--- config.mk ---
export PLATFORM = sky130hd
export DESIGN_NAME = rpo_retransmit
export DESIGN_NICKNAME = d
export VERILOG_FILES = /design/src/hdl/rpo_pkg.sv /design/src/hdl/rpo_tick_div.sv /design/src/hdl/rpo_retransmit.sv
export SDC_FILE = /design/constraint.sdc
export NUM_CORES = 1
export LEC_CHECK = 0
export ABC_AREA = 1
export BUFFER_PORTS_ARGS = -buffer_cell sky130_fd_sc_hd__buf_2
export CAP_MARGIN = 20
export CORE_ASPECT_RATIO = 1.1
export CORE_MARGIN = 8
export CORE_UTILIZATION = 40
export CTS_CLUSTER_SIZE = 12
export DETAILED_ROUTE_END_ITERATION = 12
export PLACE_DENSITY = 0.62
export RECOVER_POWER = 25
export SETUP_SLACK_MARGIN = 0.4
export SYNTH_ARGS = -nofsm -noshare
export SYNTH_HDL_FRONTEND = slang
export SYNTH_HIERARCHICAL = 1
export SYNTH_SLANG_ARGS = --single-unit
--- constraint.sdc ---
create_clock -name sys_clk_i -period 5.9 [get_ports sys_clk_i]
set_input_delay 0.295 -clock sys_clk_i [delete_from_list [all_inputs] [get_ports sys_clk_i]]
set_output_delay 0.295 -clock sys_clk_i [all_outputs]
set_load 0.005 [all_outputs]
--- src/hdl/rpo_pkg.sv ---
// package: constants, types and lookup tables of the retransmit pulse output
// Summary of operation
// - pass-through origin copies input one or input two synchronously onto the output switch.
// - count-derived origin makes pulses from total increments, divided, with fixed width.
// - derived mode: indicator follows closed switch; pass-through mode: indicator always lit.
// - count-derived pulses are produced only while counting function is input sum.
// - pulses that cannot go out in real time are counted, then sent back to back.
// - total reset or power loss discards every pending output pulse.
// - output enable suppresses or allows the output, leaving other settings untouched.
// - divisor selectable among decade values one to ten thousand.
// - pulse width is one of eleven millisecond values up to half a second.
// - an active pulse closes the isolated switch joining the two output terminals.
// - over one minute without a button in the menu returns to display, discarding changes.
// - quadrature mode decodes direction and amount from two quarter-cycle offset inputs.
package rpo_pkg;

    // ------------------------------------------------------------------
    // timing
    // ------------------------------------------------------------------
    localparam int CLK_HZ = 10_000_000;
    localparam int TICK_US = 100; // 0.1 ms grain, finest pulse width
    localparam int TICK_CYCLES = CLK_HZ / 1_000_000 * TICK_US;
    localparam int MENU_TIMEOUT_S = 60;
    localparam int MENU_TIMEOUT_TICKS = MENU_TIMEOUT_S * 1_000_000 / TICK_US;

    // ------------------------------------------------------------------
    // field widths
    // ------------------------------------------------------------------
    localparam int DIV_W = 14;
    localparam int LEN_W = 13;
    localparam int PEND_W = 16;
    localparam int IDLE_W = 20;

    // ------------------------------------------------------------------
    // types
    // ------------------------------------------------------------------
    typedef enum logic [1:0] {
        RPO_PASS_FIRST = 2'h0,
        RPO_PASS_SECOND = 2'h1,
        RPO_COUNT_DERIVED = 2'h2
    } rpo_origin_t;

    typedef enum logic [1:0] {
        RPO_FN_SUM = 2'h0,
        RPO_FN_DIFF = 2'h1,
        RPO_FN_QUAD = 2'h2
    } rpo_count_fn_t;

    typedef enum logic [1:0] {
        RPO_EMIT_IDLE = 2'h0,
        RPO_EMIT_HIGH = 2'h1,
        RPO_EMIT_GAP = 2'h3
    } rpo_emit_t;

    typedef struct packed {
        rpo_emit_t emit;
        logic [DIV_W-1:0] div_cnt;
        logic [PEND_W-1:0] pending;
        logic [LEN_W-1:0] len_cnt;
        logic switch_closed;
        logic indicator;
        logic a_prev;
        logic b_prev;
        logic quad_step;
        logic quad_up;
        logic menu_mode;
        logic [IDLE_W-1:0] idle_cnt;
        logic menu_timeout;
    } rpo_state_t;

    localparam rpo_state_t RPO_STATE_RESET = '0;

    // ------------------------------------------------------------------
    // lookup tables
    // ------------------------------------------------------------------
    // decade divisor; codes above four clamp to the largest
    function automatic logic [DIV_W-1:0] rpo_divisor(input logic [2:0] sel);
        case (sel)
            3'h0: return 14'h0001;
            3'h1: return 14'h000A;
            3'h2: return 14'h0064;
            3'h3: return 14'h03E8;
            default: return 14'h2710;
        endcase
    endfunction : rpo_divisor

    // pulse width in 0.1 ms ticks: 0.1 0.5 1 2.5 5 10 25 50 100 250 500 ms
    function automatic logic [LEN_W-1:0] rpo_width_ticks(input logic [3:0] sel);
        case (sel)
            4'h0: return 13'h0001;
            4'h1: return 13'h0005;
            4'h2: return 13'h000A;
            4'h3: return 13'h0019;
            4'h4: return 13'h0032;
            4'h5: return 13'h0064;
            4'h6: return 13'h00FA;
            4'h7: return 13'h01F4;
            4'h8: return 13'h03E8;
            4'h9: return 13'h09C4;
            default: return 13'h1388;
        endcase
    endfunction : rpo_width_ticks

endpackage : rpo_pkg

--- src/hdl/rpo_tick_div.sv ---
// module: clock divider giving a one-cycle enable pulse every PERIOD cycles
module rpo_tick_div #(
    parameter int PERIOD = 1000
) (
    input wire logic sys_clk_i,
    input wire logic reset_n_i,
    input wire logic restart_i,
    output logic tick_o
);
    localparam int CW = $clog2(PERIOD + 1);
    localparam logic [CW-1:0] LAST = CW'(PERIOD - 1);
    localparam logic [CW-1:0] FIRST = (PERIOD > 1) ? CW'(1) : CW'(0);

    logic [CW-1:0] cnt_r;

    // restart counts its own cycle, so a phase lasts exactly whole periods, not one cycle more
    always_ff @(posedge sys_clk_i or negedge reset_n_i) begin
        if (!reset_n_i) begin
            cnt_r <= '0;
            tick_o <= 1'b0;
        end else if (restart_i) begin
            cnt_r <= FIRST;
            tick_o <= (PERIOD == 1);
        end else begin
            tick_o <= (cnt_r == LAST);
            cnt_r <= (cnt_r == LAST) ? '0 : cnt_r + 1'b1;
        end
    end
endmodule : rpo_tick_div

--- src/hdl/rpo_retransmit.sv ---
// module: retransmit pulse output with pass-through, count-derived queueing and menu timeout
module rpo_retransmit #(
    parameter logic [rpo_pkg::IDLE_W-1:0] MENU_TIMEOUT_TICKS = rpo_pkg::IDLE_W'(rpo_pkg::MENU_TIMEOUT_TICKS),
    parameter int TICK_CYCLES = rpo_pkg::TICK_CYCLES
) (
    input wire logic sys_clk_i,
    input wire logic reset_n_i,
    input wire logic input_a_i,
    input wire logic input_b_i,
    input wire logic total_inc_i,
    input wire logic total_reset_i,
    input wire rpo_pkg::rpo_count_fn_t count_function_i,
    input wire logic pulse_output_on_i,
    input wire rpo_pkg::rpo_origin_t pulse_origin_select_i,
    input wire logic [2:0] rate_divisor_i,
    input wire logic [3:0] pulse_length_select_i,
    input wire logic prog_button_i,
    input wire logic enter_button_i,
    input wire logic up_button_i,
    input wire logic down_button_i,
    input wire logic menu_exit_i,
    output logic pulse_switch_closed_o,
    output logic retransmit_indicator_o,
    output logic quad_step_o,
    output logic quad_up_o,
    output logic config_mode_o,
    output logic menu_timeout_o
);
    import rpo_pkg::*;

    // ------------------------------------------------------------------
    // state and timing grains
    // ------------------------------------------------------------------
    rpo_state_t st_r;
    rpo_state_t st_nxt;
    logic pulse_tick;
    logic menu_tick;
    logic phase_restart;

    // pulse grain restarts on every phase change so widths are exact
    rpo_tick_div #(
        .PERIOD(TICK_CYCLES)
    ) u_pulse_tick (
        .sys_clk_i(sys_clk_i),
        .reset_n_i(reset_n_i),
        .restart_i(phase_restart),
        .tick_o(pulse_tick)
    );

    rpo_tick_div #(
        .PERIOD(TICK_CYCLES)
    ) u_menu_tick (
        .sys_clk_i(sys_clk_i),
        .reset_n_i(reset_n_i),
        .restart_i(1'b0),
        .tick_o(menu_tick)
    );

    // ------------------------------------------------------------------
    // next state
    // ------------------------------------------------------------------
    always_comb begin
        logic derived;
        logic inc;
        logic take;
        logic emit_end;
        logic any_button;
        logic a_chg;
        logic b_chg;
        logic [DIV_W-1:0] div_last;
        logic [LEN_W-1:0] width;
        derived = 1'b0;
        inc = 1'b0;
        take = 1'b0;
        emit_end = 1'b0;
        any_button = 1'b0;
        a_chg = 1'b0;
        b_chg = 1'b0;
        div_last = '0;
        width = '0;
        st_nxt = st_r;

        derived = (pulse_origin_select_i == RPO_COUNT_DERIVED);
        div_last = rpo_divisor(rate_divisor_i) - 1'b1;
        width = rpo_width_ticks(pulse_length_select_i);

        // ----------------------------------------------------------
        // divisor: one queued pulse per divisor increments
        // ----------------------------------------------------------
        inc = derived && total_inc_i && (count_function_i == RPO_FN_SUM);
        if (inc) begin
            st_nxt.div_cnt = (st_r.div_cnt >= div_last) ? '0 : st_r.div_cnt + 1'b1;
        end

        // ----------------------------------------------------------
        // emitter: high for width, gap for width, back to back
        // ----------------------------------------------------------
        emit_end = pulse_tick && (st_r.len_cnt == width - 1'b1);
        if (pulse_tick) begin
            st_nxt.len_cnt = st_r.len_cnt + 1'b1;
        end
        unique case (st_r.emit)
            RPO_EMIT_IDLE: begin
                if (st_r.pending != '0) begin
                    take = 1'b1;
                    st_nxt.emit = RPO_EMIT_HIGH;
                    st_nxt.len_cnt = '0;
                end
            end
            RPO_EMIT_HIGH: begin
                if (emit_end) begin
                    st_nxt.emit = RPO_EMIT_GAP;
                    st_nxt.len_cnt = '0;
                end
            end
            RPO_EMIT_GAP: begin
                if (emit_end) begin
                    // queued pulses leave at the fastest rate the width allows
                    if (st_r.pending != '0) begin
                        take = 1'b1;
                        st_nxt.emit = RPO_EMIT_HIGH;
                    end else begin
                        st_nxt.emit = RPO_EMIT_IDLE;
                    end
                    st_nxt.len_cnt = '0;
                end
            end
            default: begin
                st_nxt.emit = RPO_EMIT_IDLE;
                st_nxt.len_cnt = '0;
            end
        endcase

        // queue saturates rather than wrap; a wrap would lose the whole backlog
        if (inc && st_r.div_cnt >= div_last && !take && st_r.pending != '1) begin
            st_nxt.pending = st_r.pending + 1'b1;
        end else if (take && !(inc && st_r.div_cnt >= div_last)) begin
            st_nxt.pending = st_r.pending - 1'b1;
        end

        // pass-through ignores divisor and width entirely
        if (!derived) begin
            st_nxt.emit = RPO_EMIT_IDLE;
            st_nxt.pending = '0;
            st_nxt.div_cnt = '0;
            st_nxt.len_cnt = '0;
        end

        // total reset drops the backlog; a pulse already out completes
        if (total_reset_i) begin
            st_nxt.pending = '0;
            st_nxt.div_cnt = '0;
        end

        // ----------------------------------------------------------
        // output switch and indicator
        // ----------------------------------------------------------
        unique case (pulse_origin_select_i)
            RPO_PASS_FIRST: st_nxt.switch_closed = pulse_output_on_i && input_a_i;
            RPO_PASS_SECOND: st_nxt.switch_closed = pulse_output_on_i && input_b_i;
            RPO_COUNT_DERIVED: st_nxt.switch_closed = pulse_output_on_i && (st_nxt.emit == RPO_EMIT_HIGH);
            default: st_nxt.switch_closed = 1'b0;
        endcase
        st_nxt.indicator = derived ? st_nxt.switch_closed : 1'b1;

        // ----------------------------------------------------------
        // quadrature decode, four counts per input cycle
        // ----------------------------------------------------------
        a_chg = input_a_i ^ st_r.a_prev;
        b_chg = input_b_i ^ st_r.b_prev;
        st_nxt.a_prev = input_a_i;
        st_nxt.b_prev = input_b_i;
        st_nxt.quad_step = (count_function_i == RPO_FN_QUAD) && (a_chg ^ b_chg);
        if (count_function_i == RPO_FN_QUAD && (a_chg ^ b_chg)) begin
            // a step with input one leading reads as up
            st_nxt.quad_up = st_r.a_prev ~^ input_b_i;
        end

        // ----------------------------------------------------------
        // configuration menu and inactivity timeout
        // ----------------------------------------------------------
        any_button = prog_button_i || enter_button_i || up_button_i || down_button_i;
        st_nxt.menu_timeout = 1'b0;
        if (!st_r.menu_mode) begin
            st_nxt.idle_cnt = '0;
            if (prog_button_i && enter_button_i) begin
                st_nxt.menu_mode = 1'b1;
            end
        end else if (menu_exit_i) begin
            st_nxt.menu_mode = 1'b0;
            st_nxt.idle_cnt = '0;
        end else if (any_button) begin
            st_nxt.idle_cnt = '0;
        end else if (menu_tick) begin
            if (st_r.idle_cnt >= MENU_TIMEOUT_TICKS - 1'b1) begin
                st_nxt.menu_mode = 1'b0;
                st_nxt.menu_timeout = 1'b1;
                st_nxt.idle_cnt = '0;
            end else begin
                st_nxt.idle_cnt = st_r.idle_cnt + 1'b1;
            end
        end
    end

    assign phase_restart = (st_nxt.emit != st_r.emit);

    // ------------------------------------------------------------------
    // state register; power loss empties the queue as reset does
    // ------------------------------------------------------------------
    always_ff @(posedge sys_clk_i or negedge reset_n_i) begin
        if (!reset_n_i) begin
            st_r <= RPO_STATE_RESET;
        end else begin
            st_r <= st_nxt;
        end
    end

    // ------------------------------------------------------------------
    // outputs, all straight from the state register
    // ------------------------------------------------------------------
    assign pulse_switch_closed_o = st_r.switch_closed;
    assign retransmit_indicator_o = st_r.indicator;
    assign quad_step_o = st_r.quad_step;
    assign quad_up_o = st_r.quad_up;
    assign config_mode_o = st_r.menu_mode;
    assign menu_timeout_o = st_r.menu_timeout;

endmodule : rpo_retransmit

### Word-level counts from Yosys, hierarchy flattened

Memories as Yosys holds them, arrays and structs flattened.
Cells that the tools add are included.

| cells by class | value |
|---|---|
| $add $sub $neg | 9 |
| magnitude comparators | 2 |
| equal/unequal tests | 17 |
| muxes and demuxes | 37 |
| bitwise gates (word level) | 4 |
| reduce and logical (&&, ||, !) cells | 23 |

Operator list:

| cell | count |
|---|---|
| 14-bit case mux with 4 select lines | 1 |
| 45-bit two-way mux | 1 |
| 21-bit two-way mux | 2 |
| 20-bit two-way mux | 2 |
| 13-bit two-way mux | 3 |
| 16-bit two-way mux | 2 |
| 10-bit two-way mux | 3 |
| 30-bit two-way mux | 1 |
| 14-bit two-way mux | 2 |
| 13-bit case mux with 2 select lines | 1 |
| 22-bit two-way mux | 1 |
| 10-bit by 1-bit adder with 10-bit output, second input constant | 2 |
| 20-bit by 1-bit adder with 20-bit output, second input constant | 1 |
| 10-bit == test, second input constant | 2 |
| 20-bit >= comparator, second input constant | 1 |
| 16-bit by 1-bit adder with 16-bit output, second input constant | 1 |
| 16-bit inequality test, second input constant | 1 |
| 16-bit nonzero test | 1 |
| 16-bit by 1-bit subtractor with 16-bit output, second input constant | 1 |
| 14-bit by 1-bit adder with 14-bit output, second input constant | 1 |
| 14-bit >= comparator | 1 |
| 14-bit by 1-bit subtractor with 14-bit output, second input constant | 1 |
| 13-bit by 1-bit adder with 13-bit output, second input constant | 1 |
| 13-bit == test | 1 |
| 21 further kinds | 58 |

| storage, ports and cells | value |
|---|---|
| register bits after elaboration | 95 |
| memory bits (read-only) | 192 |
| input bits | 23 |
| word-level logic and storage cells | 110 |
| memories kept | 1 |

Memory list:

| memory | depth | width | rd ports | clocked after Yosys merged registers in | write ports | line | text |
|---|---|---|---|---|---|---|---|
| (name not given) | 16 | 12 | 1 | 0 | 0 | rpo_pkg.sv:89 | `case (sel)` |

### Depth between registers and ports, before layout

Gate-level depths: netlist of run 1.
An unclocked memory read counts as a cell.

| logic depth | value |
|---|---|
| depth after elaboration | 15 |
| gate-level depth with buffers | 28 |
| mapped depth without buffers | 27 |

### Cells and area by module

The synthesis of run 1 kept the hierarchy.

By module, submodules not included:

| module | times used | cells each | area each (µm²) | sequential area each (µm²) |
|---|---|---|---|---|
| rpo_retransmit | 1 | 721 | 5529.1 | 1826.8 |
| rpo_tick_div | 2 | 68 | 568.0 | 275.3 |

### Worst setup path before layout of run 1

OpenSTA, ideal clock, no wires.

| timing | value |
|---|---|
| path kind | input-to-reg |
| start point | input port pulse_length_select_i[0] |
| end point | register st_r[52] (netlist bit) |
| data arrival time | 3539 ps |
| data required time | 5771 ps |
| slack | 2233 ps |
| cell stages on the path | 28 |
| path buffers | 1 |
| cell sequence | buf_6 clkinv_1 nand2_1 nand3_1 ha_1 nand2_1 nand2_1 nor2_1 nand3_1 nor2_1 nand3_1 nor3_2 nand4_1 nand2_2 nand3_4 nand2_4 ha_1 a21oi_1 nand2_1 nand3_1 nand2_1 nand2_1 o21ai_0 nand3_1 nand2_1 a21oi_1 xor2_1 o22ai_2 |

| on the way | value |
|---|---|
| longest elaborated chain between the ends | 12 |
| elaborated cells between the ends (all ways) | 14 |
| classes of those cells | add/sub (1); eq/ne (2); mux (5); reduce/logical (5); memory (1) |

Ends and longest elaborated chain:

| item | line | text |
|---|---|---|
| start: declaration | rpo_retransmit.sv:16 | `input wire logic [3:0] pulse_length_select_i,` |
| memory 16 x 12 bit * | -- |  |
| 13-bit by 1-bit subtractor with 13-bit output * | rpo_retransmit.sv:98 | `emit_end = pulse_tick && (st_r.len_cnt == width - 1'b1);` |
| 13-bit == test * | rpo_retransmit.sv:98 |  |
| 1-bit logical AND * | rpo_retransmit.sv:98 |  |
| 1-bit two-way mux * | rpo_retransmit.sv:117 | `if (emit_end) begin` |
| 1-bit case mux with 2 select lines * | rpo_retransmit.sv:102 | `unique case (st_r.emit)` |
| 1-bit zero test | rpo_retransmit.sv:135 | `if (inc && st_r.div_cnt >= div_last && !take && st_r.pending != '1) begin` |
| 1-bit logical AND (2 in a row) | rpo_retransmit.sv:135 |  |
| 16-bit two-way mux | rpo_retransmit.sv:135 |  |
| 45-bit two-way mux | rpo_retransmit.sv:142 | `if (!derived) begin` |
| 30-bit two-way mux | rpo_retransmit.sv:150 | `if (total_reset_i) begin` |
| end signal: assignment | rpo_retransmit.sv:214 | `st_r <= st_nxt;` |
| end: declaration | rpo_retransmit.sv:34 | `rpo_state_t st_r;` |

Mark *: on every way between the ends. The rest lies on a longest branch, timed or not.
A chain may end at the register's enable or synchronous reset.

### Final worst setup path of run 1

| timing | value |
|---|---|
| start point | register st_r[62] (netlist bit) |
| end point | register st_r[52] (netlist bit) |

| on the way | value |
|---|---|
| longest elaborated chain between the ends | 7 |
| elaborated cells between the ends (all ways) | 10 |
| classes of those cells | order compare (1); eq/ne (1); mux (3); reduce/logical (5) |

Ends and longest elaborated chain:

| item | line |
|---|---|
| 14-bit >= comparator * | rpo_retransmit.sv:135, rpo_retransmit.sv:137 |
| 1-bit logical AND * | rpo_retransmit.sv:135, rpo_retransmit.sv:137 |
| 1-bit logical AND (2 in a row) | rpo_retransmit.sv:135 |
| 16-bit two-way mux | rpo_retransmit.sv:135 |
| 45-bit two-way mux | rpo_retransmit.sv:142 |
| 30-bit two-way mux | rpo_retransmit.sv:150 |

Marked as above.

==> results of run 1 <==
[worst register-to-register path, delay by kind of cell (launching register included)]
kind / cells / cell delay, ps
xor+xnor: 1 / 170
flops: 1 / 420
simple gates: 14 / 1900
fa+ha+maj: 2 / 740
compound gates: 3 / 580
[sequential cells by signal, summed over array words and instances, names as in the netlist]
name,flops
quad_up_o,1
u_menu_tick/cnt_r,10
st_r,67
retransmit_indicator_o,1
menu_timeout_o,1
u_pulse_tick/cnt_r,10
config_mode_o,1
u_pulse_tick/tick_o,1
quad_step_o,1
pulse_switch_closed_o,1
u_menu_tick/tick_o,1
[cells by family (layout without fill, tap and decap cells)]
family / count (synthesis) / count (layout) / share of synthesized area [%]
fa+ha+maj: 45 / 45 / 8.56
buf+inv: 138 / 173 / 8.35
flops: 95 / 95 / 35.7
other cells: 2 / 7 / 0.113
xor+xnor: 48 / 48 / 6.31
simple gates: 400 / 400 / 28.6
compound gates: 129 / 129 / 12.4
[where the power goes]
group          switching [mW]  internal [mW]  total [mW]
clock                   0.276          0.348       0.624
sequential             0.0701          0.724       0.794
combinational           0.965          0.636        1.60
total                    1.31           1.71        3.02
[per-stage QoR]
step                      std cells  setup slack [ps]  power (mW)  area (um^2)  util, %
after global placement         1084              1800        2.41         7010     43.0
final                          1101              1950        3.02         7320     44.9
after CTS                      1101              1970        3.06         7330     45.0
after detailed placement       1084              1630        2.41         7010     43.0
after floorplan                 862              2230        2.13         6680        -
after global routing           1101              1460        3.30         7320     44.9
[Yosys cell counts, drive strengths merged (2+ instances only)]
library cell  instances  area share [%]
nand3b                4            0.45
a21oi                45             3.4
clkbuf                5            0.28
nand3                71             5.9
o22ai                36             4.3
xnor2                13             1.7
o32ai                 6            0.79
inv                 125             7.0
a211oi                2            0.23
xor2                 35             4.6
nor2                107             6.7
o31ai                 2            0.23
a31oi                 2            0.19
buf                   6            0.92
conb                  2            0.11
ha                   44             8.3
nand2               162              10
or2                   2            0.19
o21ai                25             1.9
a221oi                2            0.26
a21o                  3            0.34
nor4                 12             1.1
nor3                 20             1.6
dfrtp                95              36
nand4                22             2.3
clkinv                2            0.11
[how the worst max path moves through the flow]
stage / depth (start not counted) / startpoint / end / slack (ps)
finish: 20 / st_r[62]$_DFFE_PN0P_ / st_r[52]$_DFFE_PN0P_ / 1950
global route: 28 / pulse_length_select_i[0] / st_r[52]$_DFFE_PN0P_ / 1460
CTS: 22 / st_r[62]$_DFFE_PN0P_ / st_r[52]$_DFFE_PN0P_ / 1970
detailed placement: 28 / pulse_length_select_i[0] / st_r[52]$_DFFE_PN0P_ / 1630
global placement: 28 / pulse_length_select_i[0] / st_r[52]$_DFFE_PN0P_ / 1800
floorplan: 28 / pulse_length_select_i[0] / st_r[52]$_DFFE_PN0P_ / 2230
[metal layers]
layer | GRT usage [%] | share of wire (%)
met5 | 0 | 0
met4 | 5.55 | 1.7
met3 | 2.40 | 1.9
met2 | 23.1 | 47
met1 | 17.8 | 49
[final cells by class]
cell class	instances	area, um^2	share of cell area (%)
clock inverter	6	76.3	1.04
sequential	95	2380	32.5
multi-input combinational	629	3740	51.2
tap	204	255	3.49
clock buffer	10	239	3.27
timing repair buffer	30	146	2.00
inverter	127	477	6.52
[placed cells by master (no fill, tap or decap), drive strengths merged, types with 2 or more instances in the layout]
cell type / instances
o31ai: 2
a211oi: 2
nand4: 22
a21o: 3
ha: 44
xnor2: 13
a21oi: 45
nand3: 71
xor2: 35
o32ai: 6
or2: 2
inv: 128
a31oi: 2
clkinv: 2
nand3b: 4
dfrtp: 95
nor3: 20
o22ai: 36
clkbuf: 19
a221oi: 2
nor4: 12
conb: 7
nor2: 107
nand2: 162
o21ai: 25
buf: 20
clkinvlp: 2
==> out/qor.csv, run 1 <==
stage,metric,value,unit
outcome,status,finished with violations,
outcome,failed_checks,"capacitance limit, slew limit",
route,vias,5490,
yosys,synth-seq-cells,95,
timing,fin_skew,4.76,ps
route,avgViaCountPerCell,4.99,
route,drt-total-wl,13700,um
min_path,hold_path.startpoint,input_a_i,
setup_path,r2r_cells,20,
setup_path,crit_path_max_incr_delay,420,ps
grt,antenna_found_initial,0,
die,initial_core_util,40.9,%
setup_path,setup.worst_path.start_class,flip-flop,
timing,worst_slew_pin_slew,1580,ps
yosys,yosys_most_used_dff,dfrtp_1,
cts,post_cts_buffers,0,
setup_path,r2r_slack,1950,ps
cells_and_area,fin_nets,960,
setup_path,worst-path-buf-inv,0,
setup_path,reg2reg_to,st_r[52]$_DFFE_PN0P_,
setup_path,endpoint_kind,flip-flop,
grt,grt_pass1_vias,5208,
timing,setup_violations,0,
die,num_io_pins,29,
cts,clock_sinks,95,
grt,grt_usage,13.9,%
yosys,ys_warn_count,6,
die,die_area,21100,um^2
yosys,synth_edf_count,0,
timing,hold_slack,106,ps
timing,fmax,253,MHz
min_path,holdPathEnd,st_r[25]$_DFF_PN0_,
grt,overflow,0,
cts,numCtsBuffers,9,
pwr,vdd_ir_drop_max,0.262,mV
timing,fin_crit_sh,66.9,%
min_path,worst_hold_path_type,in -> reg,
cts,cts.repair.resized,0,
yosys,async_reset_ff_share,100,%
cts,cts-hold-fix-buffers,1,
cells_and_area,drive_above_1_share,9.36,%
cells_and_area,n_antenna_cell,0,
setup_path,worstSetupPathType,reg -> reg,
cells_and_area,syn2layout_area_growth,9.76,%
cts,clk_latency,350,ps
cells_and_area,nFillCells,1665,
setup_path,critPathSlowestCell,dfrtp_1,
min_path,min_path_cells,1,
cts,root_buffer,clkbuf_16,
grt,grt_first_pass_wirelength,24200,um
cts,cts_tree,done,
yosys,netlist_instances,857,
die,die_w,139,um
place,finalWeightedCongestion,0.825,
grt,grt_max_degree,68,
yosys,yosysSeqAreaShare,35.7,%
timing,tns,0,ps
cts,path_clk_slew,70,ps
setup_path,worstPathRequired,6130,ps
pwr,p_per_area,413,nW/um^2
cts,clockBufferDepth,2,
setup_path,crit_family,simple AND/OR/NAND/NOR gates,
timing,final_max_slew_viol_count,30,
setup_path,timing.rr.start,st_r[62]$_DFFE_PN0P_,
place,io_buffers,28,
yosys,yosysUniqueCellTypes,47,
route,drt_pass1_iterations,4,
setup_path,arrival,4170,ps
timing,maxSlewHeadroom,-5.16,%
cts,cts_max_level,3,
route,post_drt_wl_per_cell,12.5,um
die,core_area,16300,um^2
die,die_y,151,um
route,ant_nets,0,
timing,grt_setup_unrepaired,no,
timing,hold_viol,0,
yosys,synth.avg_cell_area,7.78,um^2
route,drt_iter0_drc,333,
run,maxCapViolations,1,
timing,fin_crit,3950,ps
place,dp_hpwl,10500,um
pwr,leakagePower,3.40,nW
setup_path,path_cells,ha_1 -> nand2_1 -> nor4_1 -> nand2_1 -> nand3_1 -> nand2_1 -> nor2_1 -> nand2_4 -> ha_1 -> nand3_1 -> nand2_1 -> nand3_1 -> nand2_1 -> nand2_1 -> o21ai_0 -> nand3_1 -> nand2_1 -> a21oi_1 -> xor2_1 -> o22ai_2,
yosys,netlist_area,6670,um^2
route,drc,0,
die,rows,49,
setup_path,cp_max_fo,24,
setup_path,cpMostUsedCell,nand2_1,
(Power assumes the default switching activity.)
==> run 2: changes to the inputs <==
clock period = 4.01 ns   (was 5.9 ns; I/O delays follow)
==> out/qor.csv, run 2 (synthesis gave the netlist of run 1 again) <==
stage,metric,value,unit,change
pwr,p_per_area,632,nW/um^2,was 413 nW/um^2
grt,gr-max-usage-layer,met2,,unchanged
route,vias,5617,,was 5490
setup_path,critical_path_depth,26,,was 20
timing,hold_viol,0,,unchanged
route,post_drt_wl_per_cell,12.8,um,was 12.5 um
route,ant_nets,0,,unchanged
setup_path,worstSetupPathType,in -> reg,,was reg -> reg
setup_path,arrival,3610,ps,was 4170 ps
grt,grt_pass1_vias,5365,,was 5208
timing,setup_ws,619,ps,was 1950 ps
die,rows,49,,unchanged
grt,met1_usage,17.5,%,was 17.8%
cts,cts_tree,done,,unchanged
place,io_buffers,28,,unchanged
die,num_io_pins,29,,unchanged
route,drt_pass1_iterations,4,,unchanged
pwr,vdd_ir_drop_max,0.392,mV,was 0.262 mV
setup_path,crit_family,simple AND/OR/NAND/NOR gates,,unchanged
route,drt_iter0_drc,308,,was 333
die,die_w,139,um,unchanged
cts,root_buffer,clkbuf_16,,unchanged
place,dp_hpwl,10700,um,was 10500 um
cts,numCtsBuffers,9,,unchanged
pwr,total_power,4.78,mW,was 3.02 mW
cells_and_area,layout_common_cells,"nand2_1 (145), inv_1 (117), nor2_1 (98)",,"was nand2_1 (147), inv_1 (117), nor2_1 (100)"
timing,setup_violations,0,,unchanged
cts,cts_max_level,3,,unchanged
setup_path,r2r_slack,660,ps,was 1950 ps
cells_and_area,largest_reg_flops,67,,unchanged
die,die_area,21100,um^2,unchanged
timing,fin_crit,3390,ps,
die,initial_core_util,40.9,%,unchanged
setup_path,critPathSlowestCell,ha_2,,was dfrtp_1
setup_path,setup.worst_path.start_class,input port,,was flip-flop
route,drt-total-wl,14200,um,was 13700 um
cells_and_area,n_antenna_cell,0,,unchanged
cells_and_area,syn2layout_area_growth,13.5,%,was 9.76%
place,finalWeightedCongestion,0.847,,was 0.825
timing,maxSlewHeadroom,-15.0,%,was -5.16%
grt,grt_first_pass_wirelength,24300,um,was 24200 um
grt,grt_max_degree,70,,was 68
setup_path,cp_max_fo,13,,was 24
timing,tns,0,ps,unchanged
grt,grt_use_met2,23.3,%,was 23.1%
setup_path,worstPathRequired,4230,ps,was 6130 ps
die,die_y,151,um,unchanged
timing,worst_slew_pin_slew,1730,ps,was 1580 ps
die,core_area,16300,um^2,unchanged
timing,grt_setup_unrepaired,no,,unchanged
grt,grtUsageMet3,2.49,%,was 2.40%
timing,fin_crit_sh,84.6,%,
pwr,leakagePower,3.51,nW,was 3.40 nW
place,place_ws,150,ps,was 1630 ps
timing,fin_skew,9.89,ps,was 4.76 ps
min_path,worst_hold_path_type,in -> reg,,unchanged
cts,clockBufferDepth,2,,unchanged
cts,clk_latency,350,ps,about the same
outcome,failed_checks,"capacitance limit, slew limit",,unchanged
cells_and_area,drive_above_1_share,13.6,%,was 9.36%
route,avgViaCountPerCell,5.06,,was 4.99
cells_and_area,regMostFlops,st_r,,unchanged
cts,clock_sinks,95,,unchanged
outcome,status,finished with violations,,unchanged
setup_path,endpoint_kind,flip-flop,,unchanged
setup_path,worst-path-buf-inv,5,,was 0
timing,fmax,295,MHz,
route,drc,0,,unchanged
cells_and_area,top_regs,"st_r (67), u_menu_tick/cnt_r (10), u_pulse_tick/cnt_r (10)",,unchanged
grt,grt_usage,13.8,%,was 13.9%
run,maxCapViolations,1,,unchanged
setup_path,r2r_cells,19,,was 20
grt,overflow,0,,unchanged
cts,path_clk_slew,70,ps,about the same
setup_path,crit_path_max_incr_delay,320,ps,was 420 ps
cells_and_area,final_common_cell,nand2_1,,unchanged
timing,final_max_slew_viol_count,70,,was 30
grt,antenna_found_initial,0,,unchanged
cells_and_area,fin_nets,970,,was 960
min_path,min_path_cells,1,,unchanged
run 2: final timing paths:
| kind | from | endpoint |
|---|---|---|
| hold reg to reg | config_mode_o$_DFF_PN0_ | config_mode_o$_DFF_PN0_ |
| setup / recovery | pulse_length_select_i[1] | st_r[55]$_DFFE_PN0P_ |
| min in group asynchronous | reset_n_i | u_pulse_tick/cnt_r[5]$_DFF_PN0_ |
| hold / removal | input_b_i | st_r[24]$_DFF_PN0_ |
| max in group asynchronous | reset_n_i | st_r[37]$_DFF_PN0_ |
| setup reg to reg | st_r[66]$_DFFE_PN0P_ | st_r[55]$_DFFE_PN0P_ |
run 2: report_power, final:
part           switching [mW]  leakage [nW]  internal, mW  total [mW]
sequential              0.112          1.30          1.07        1.18
clock                   0.384         0.162         0.572       0.956
combinational            1.57          2.05          1.07        2.64
total                    2.07          3.51          2.71        4.78
run 2: final cells by class:
cell class | instances | area (um^2)
Multi-Input combinational cell | 629 | 3880
Inverter | 127 | 479
Fill cell | 1638 | 8740
Sequential cell | 95 | 2380
Clock inverter | 5 | 88.8
Clock buffer | 11 | 243
Timing Repair Buffer | 40 | 234
Tap cell | 204 | 255
run 2: per-stage QoR:
stage          cell area (um^2)  cells  hold slack [ps]  util (%)
4_1_cts                    7390   1106             6.51      45.3
6_report                   7560   1111             48.7      46.4
3_3_place_gp               7050   1089              356      43.2
3_5_place_dp               7050   1089              355      43.2
5_1_grt                    7560   1111             38.6      46.4
2_1_floorplan              6680    862            -95.1         -
run 2: what timing repair did:
action / 4_1_cts / 5_1_grt
setup endpoints to repair: 4 / 7
hold buffers: 1 / 0
gates resized for setup: 2 / 25
endpoints found under the hold margin: 1 / 0
buffers inserted: 0 / 5
pin swaps: 0 / 4
run 2: layer usage:
metal,up-vias,part of all wire [%]
li1,2946,-
met1,2597,49
met2,64,47
met3,10,2.6
met4,0,1.1
met5,-,0
==> run 3: changes to the inputs <==
ABC_AREA = 0   (was 1)
PLACE_DENSITY = 0.64   (was 0.62)
clock period = 2.8 ns   (was 4.01 ns; I/O delays follow)
==> out/qor.csv, run 3 <==
stage,metric,value,unit,change
place,placed_area,8220,um^2,was 7050 um^2
die,initial_core_util,40.7,%,was 40.9%
outcome,status,finished with violations,,unchanged
pwr,seqPwrFrac,16.7,%,was 24.6%
setup_path,critPathSlowestCell,dfrtp_1,,was ha_2
pwr,intPower,5.90,mW,was 2.71 mW
cells_and_area,fin_nets,1016,,was 970
yosys,synth.avg_cell_area,8.91,um^2,was 7.78 um^2
yosys,synth-compound-area-share,20.0,%,was 12.4%
route,post_drt_wl_per_cell,15.0,um,was 12.8 um
cells_and_area,final_util,57.7,%,was 46.4%
yosys,yosysUniqueCellTypes,85,,was 47
cts,clockBufferDepth,2,,unchanged
cells_and_area,syn2layout_area_growth,41.5,%,was 13.5%
route,vias,6241,,was 5617
place,io_buffers,28,,unchanged
setup_path,endpoint_kind,flip-flop,,unchanged
route,drt_iter0_drc,286,,was 308
die,rows,49,,unchanged
yosys,synthSimpleGateAreaFrac,24.3,%,was 28.6%
pwr,combPwrFrac,71.4,%,was 55.4%
yosys,ys_warn_count,6,,unchanged
setup_path,worstPathRequired,3030,ps,was 4230 ps
yosys,synthMuxAreaShare,1.44,%,was 0%
route,avgViaCountPerCell,5.38,,was 5.06
place,dpl.cell_count,1101,,was 1089
setup_path,path_cells,ha_4 -> buf_6 -> nand4_1 -> a31oi_2 -> a311oi_2 -> buf_4 -> a2111o_1 -> a21oi_4 -> inv_4 -> buf_12 -> ha_4 -> a211oi_2 -> o211ai_1 -> buf_4 -> a2111oi_4 -> o31ai_2 -> a31oi_1 -> a21bo_2 -> a21oi_2 -> nor3b_2,,
cells_and_area,stdcell_area,9440,um^2,was 7560 um^2
die,core_area,16400,um^2,was 16300 um^2
setup_path,arrival,4400,ps,was 3610 ps
place,place_ws,-1510,ps,was 150 ps
pwr,switchingPower,3.95,mW,was 2.07 mW
timing,hold_viol,0,,unchanged
yosys,yosysSeqAreaShare,35.6,%,was 35.7%
setup_path,cp_max_fo,6,,was 13
outcome,failed_checks,setup timing,,"was capacitance limit, slew limit"
yosys,yosys_most_used_dff,dfrtp_1,,unchanged
pwr,pwr-share-clk,11.8,%,was 20.0%
grt,grt_pass1_vias,6121,,was 5365
yosys,synth_edf_count,0,,unchanged
timing,setup_violations,22,,was 0
timing,final_max_slew_viol_count,0,,was 70
die,die_y,151,um,about the same
cells_and_area,final_common_cell,buf_4,,was nand2_1
cts,root_buffer,clkbuf_16,,unchanged
timing,setup_ws,-1370,ps,was 619 ps
yosys,synthXorXnorAreaFrac,5.10,%,was 6.31%
pwr,p_per_area,1040,nW/um^2,was 632 nW/um^2
cts,cts_tree,done,,unchanged
yosys,netlist_instances,749,,was 857
place,dp_hpwl,11900,um,was 10700 um
yosys,netlist_top_cells_area,"dfrtp_1 (36%), ha_1 (8.3%), a21oi_1 (4.4%), o21ai_0 (4.4%), nand3_1 (2.9%)",,"was dfrtp_1 (36%), ha_1 (8.3%), nand2_1 (8.2%), inv_1 (6.6%), nor2_1 (5.6%)"
cells_and_area,layoutNonFillerInstCount,1159,,was 1111
yosys,netlist_area,6670,um^2,about the same
pwr,vdd_ir_drop_max,1.25,mV,was 0.392 mV
timing,fin_crit,4170,ps,
timing,maxSlewHeadroom,21.4,%,was -15.0%
timing,fin_skew,7.11,ps,was 9.89 ps
run,maxCapViolations,0,,was 1
place,finalWeightedCongestion,0.814,,was 0.847
setup_path,crit_path_max_incr_delay,410,ps,was 320 ps
yosys,synth_top_area_cell,dfrtp_1,,unchanged
die,num_io_pins,29,,unchanged
timing,fin_crit_sh,149,%,
die,die_area,21100,um^2,about the same
setup_path,setup.worst_path.start_class,flip-flop,,was input port
grt,grt_usage,16.3,%,was 13.8%
cells_and_area,largest_reg_flops,67,,unchanged
cells_and_area,drive_above_1_share,37.8,%,was 13.6%
cells_and_area,regMostFlops,st_r,,unchanged
setup_path,worst-path-buf-inv,5,,unchanged
cts,clk_latency,350,ps,about the same
route,drt-total-wl,17400,um,was 14200 um
timing,grt_setup_unrepaired,yes,,was no
yosys,synth_top_area_share,35.6,%,was 35.7%
cts,clock_sinks,95,,unchanged
yosys,yosysMostFrequentCell,dfrtp_1,,was nand2_1
min_path,worst_hold_path_type,in -> reg,,unchanged
cts,numCtsBuffers,9,,unchanged
yosys,yosys.area_share.adder,8.55,%,was 8.56%
setup_path,crit_family,compound AO/OA/AOI/OAI gates,,was simple AND/OR/NAND/NOR gates
pwr,total_power,9.84,mW,was 4.78 mW
timing,worst_slew_pin_slew,1180,ps,was 1730 ps
cts,path_clk_slew,70,ps,about the same
route,drt_pass1_iterations,4,,unchanged
grt,grt_first_pass_wirelength,28600,um,was 24300 um
grt,antenna_found_initial,1,,was 0
grt,grt_max_degree,51,,was 70
die,die_w,139,um,about the same
grt,overflow,0,,unchanged
cells_and_area,layout_common_cells,"buf_4 (152), dfrtp_1 (95), nor2_1 (45), nand2_1 (45), nand3_1 (39)",,"was nand2_1 (145), inv_1 (117), nor2_1 (98)"
yosys,synth_common_cells,"dfrtp_1 (95), a21oi_1 (59), o21ai_0 (59), nor2_1 (50), nand2_1 (47)",,"was nand2_1 (146), inv_1 (117), nor2_1 (99), dfrtp_1 (95), nand3_1 (67)"
pwr,swShare,40.1,%,was 43.3%
setup_path,worstSetupPathType,reg -> reg,,was in -> reg
yosys,async_reset_ff_share,100,%,unchanged
route,ant_nets,0,,unchanged
route,drc,0,,unchanged
timing,fmax,240,MHz,
cells_and_area,top_regs,"st_r (67), u_menu_tick/cnt_r (10), u_pulse_tick/cnt_r (10)",,unchanged
yosys,synth_top_family_by_area,simple AND/OR/NAND/NOR gates,,unchanged
cts,cts_max_level,3,,unchanged
pwr,leakagePower,4.16,nW,was 3.51 nW
yosys,synth-seq-cells,95,,unchanged
run 3: cell types whose count changed in the layout (fill, tap and decap cells not counted), moves of 18 or more:
cell / change
nor2_1: -53
inv_1: -86
buf_6: +23
buf_4: +142
and3_1: +22
nand3_1: -27
nand2_1: -100
o21ai_2: +18
o22ai_1: -24
run 3: per-layer routing:
layer | vias to the layer above | GRT usage (%) | routed length (um)
met2 | 66 | 28.9 | 8740
met1 | 2985 | 20.2 | 7850
li1 | 3163 | - | -
met5 | - | 0 | 0
met4 | 0 | 4.28 | 284
met3 | 27 | 3.06 | 496
run 3: what timing repair did:
| action | in CTS | in global routing |
|---|---|---|
| hold buffers | 3 | 0 |
| setup buffers | 18 | 14 |
| endpoints found under the setup margin | 61 | 77 |
| gates cloned | 1 | 4 |
| gates resized for setup | 47 | 105 |
| endpoints found under the hold margin | 47 | 0 |
| pin swaps | 48 | 68 |
run 3: tightest hold or removal path, cell delays in order:
cell and delay [ps]:
buf_2 100, nand2_1 50, o21ai_0 60
run 3: final timing paths:
check                                           start                      end  slack (ps)  depth (start not counted)
worst max-delay path             st_r[66]$_DFFE_PN0P_     st_r[56]$_DFFE_PN0P_       -1370                         20
worst min-delay path                   enter_button_i  config_mode_o$_DFF_PN0_          40                          3
worst max register to register   st_r[66]$_DFFE_PN0P_     st_r[56]$_DFFE_PN0P_       -1370                         20
worst min register to register  quad_up_o$_DFFE_PN0P_    quad_up_o$_DFFE_PN0P_         510                          2
max in group asynchronous                   reset_n_i       st_r[72]$_DFF_PN0_        1410                          3
min in group asynchronous                   reset_n_i     st_r[60]$_DFFE_PN0P_         540                          2
run 3: layout make-up:
cell class	count	area, um^2
multi-input combinational	594	4670
clock buffer	9	225
fill	1417	6930
antenna	3	7.51
timing repair buffer	215	1730
inverter	33	129
tap	204	255
clock inverter	6	47.5
sequential	95	2380
run 3: power groups by stage:
stage,Sequential [mW],Combinational (mW),Clock (mW)
after detailed placement,1.67,5.48,0
after global placement,1.67,5.44,0
after CTS,1.64,6.30,1.20
after floorplan,1.71,3.44,0
final,1.65,7.03,1.16
after global routing,1.67,7.62,1.25
run 3: through the flow:
step / hold slack (ps) / TNS [ps]
after floorplan: -156 / -14630
after global placement: 192 / -18080
after detailed placement: 189 / -18920
after CTS: 35.3 / -12800
after global routing: 62.5 / -17410
final: 39.1 / -13210
run 3: cell families (layout without fill, tap and decap cells):
group,after synthesis,count (layout)
compound gates,211,211
xor+xnor,38,38
fa+ha+maj,45,45
buf+inv,62,263
flops,95,95
mux,9,9
other cells,2,7
simple gates,287,287
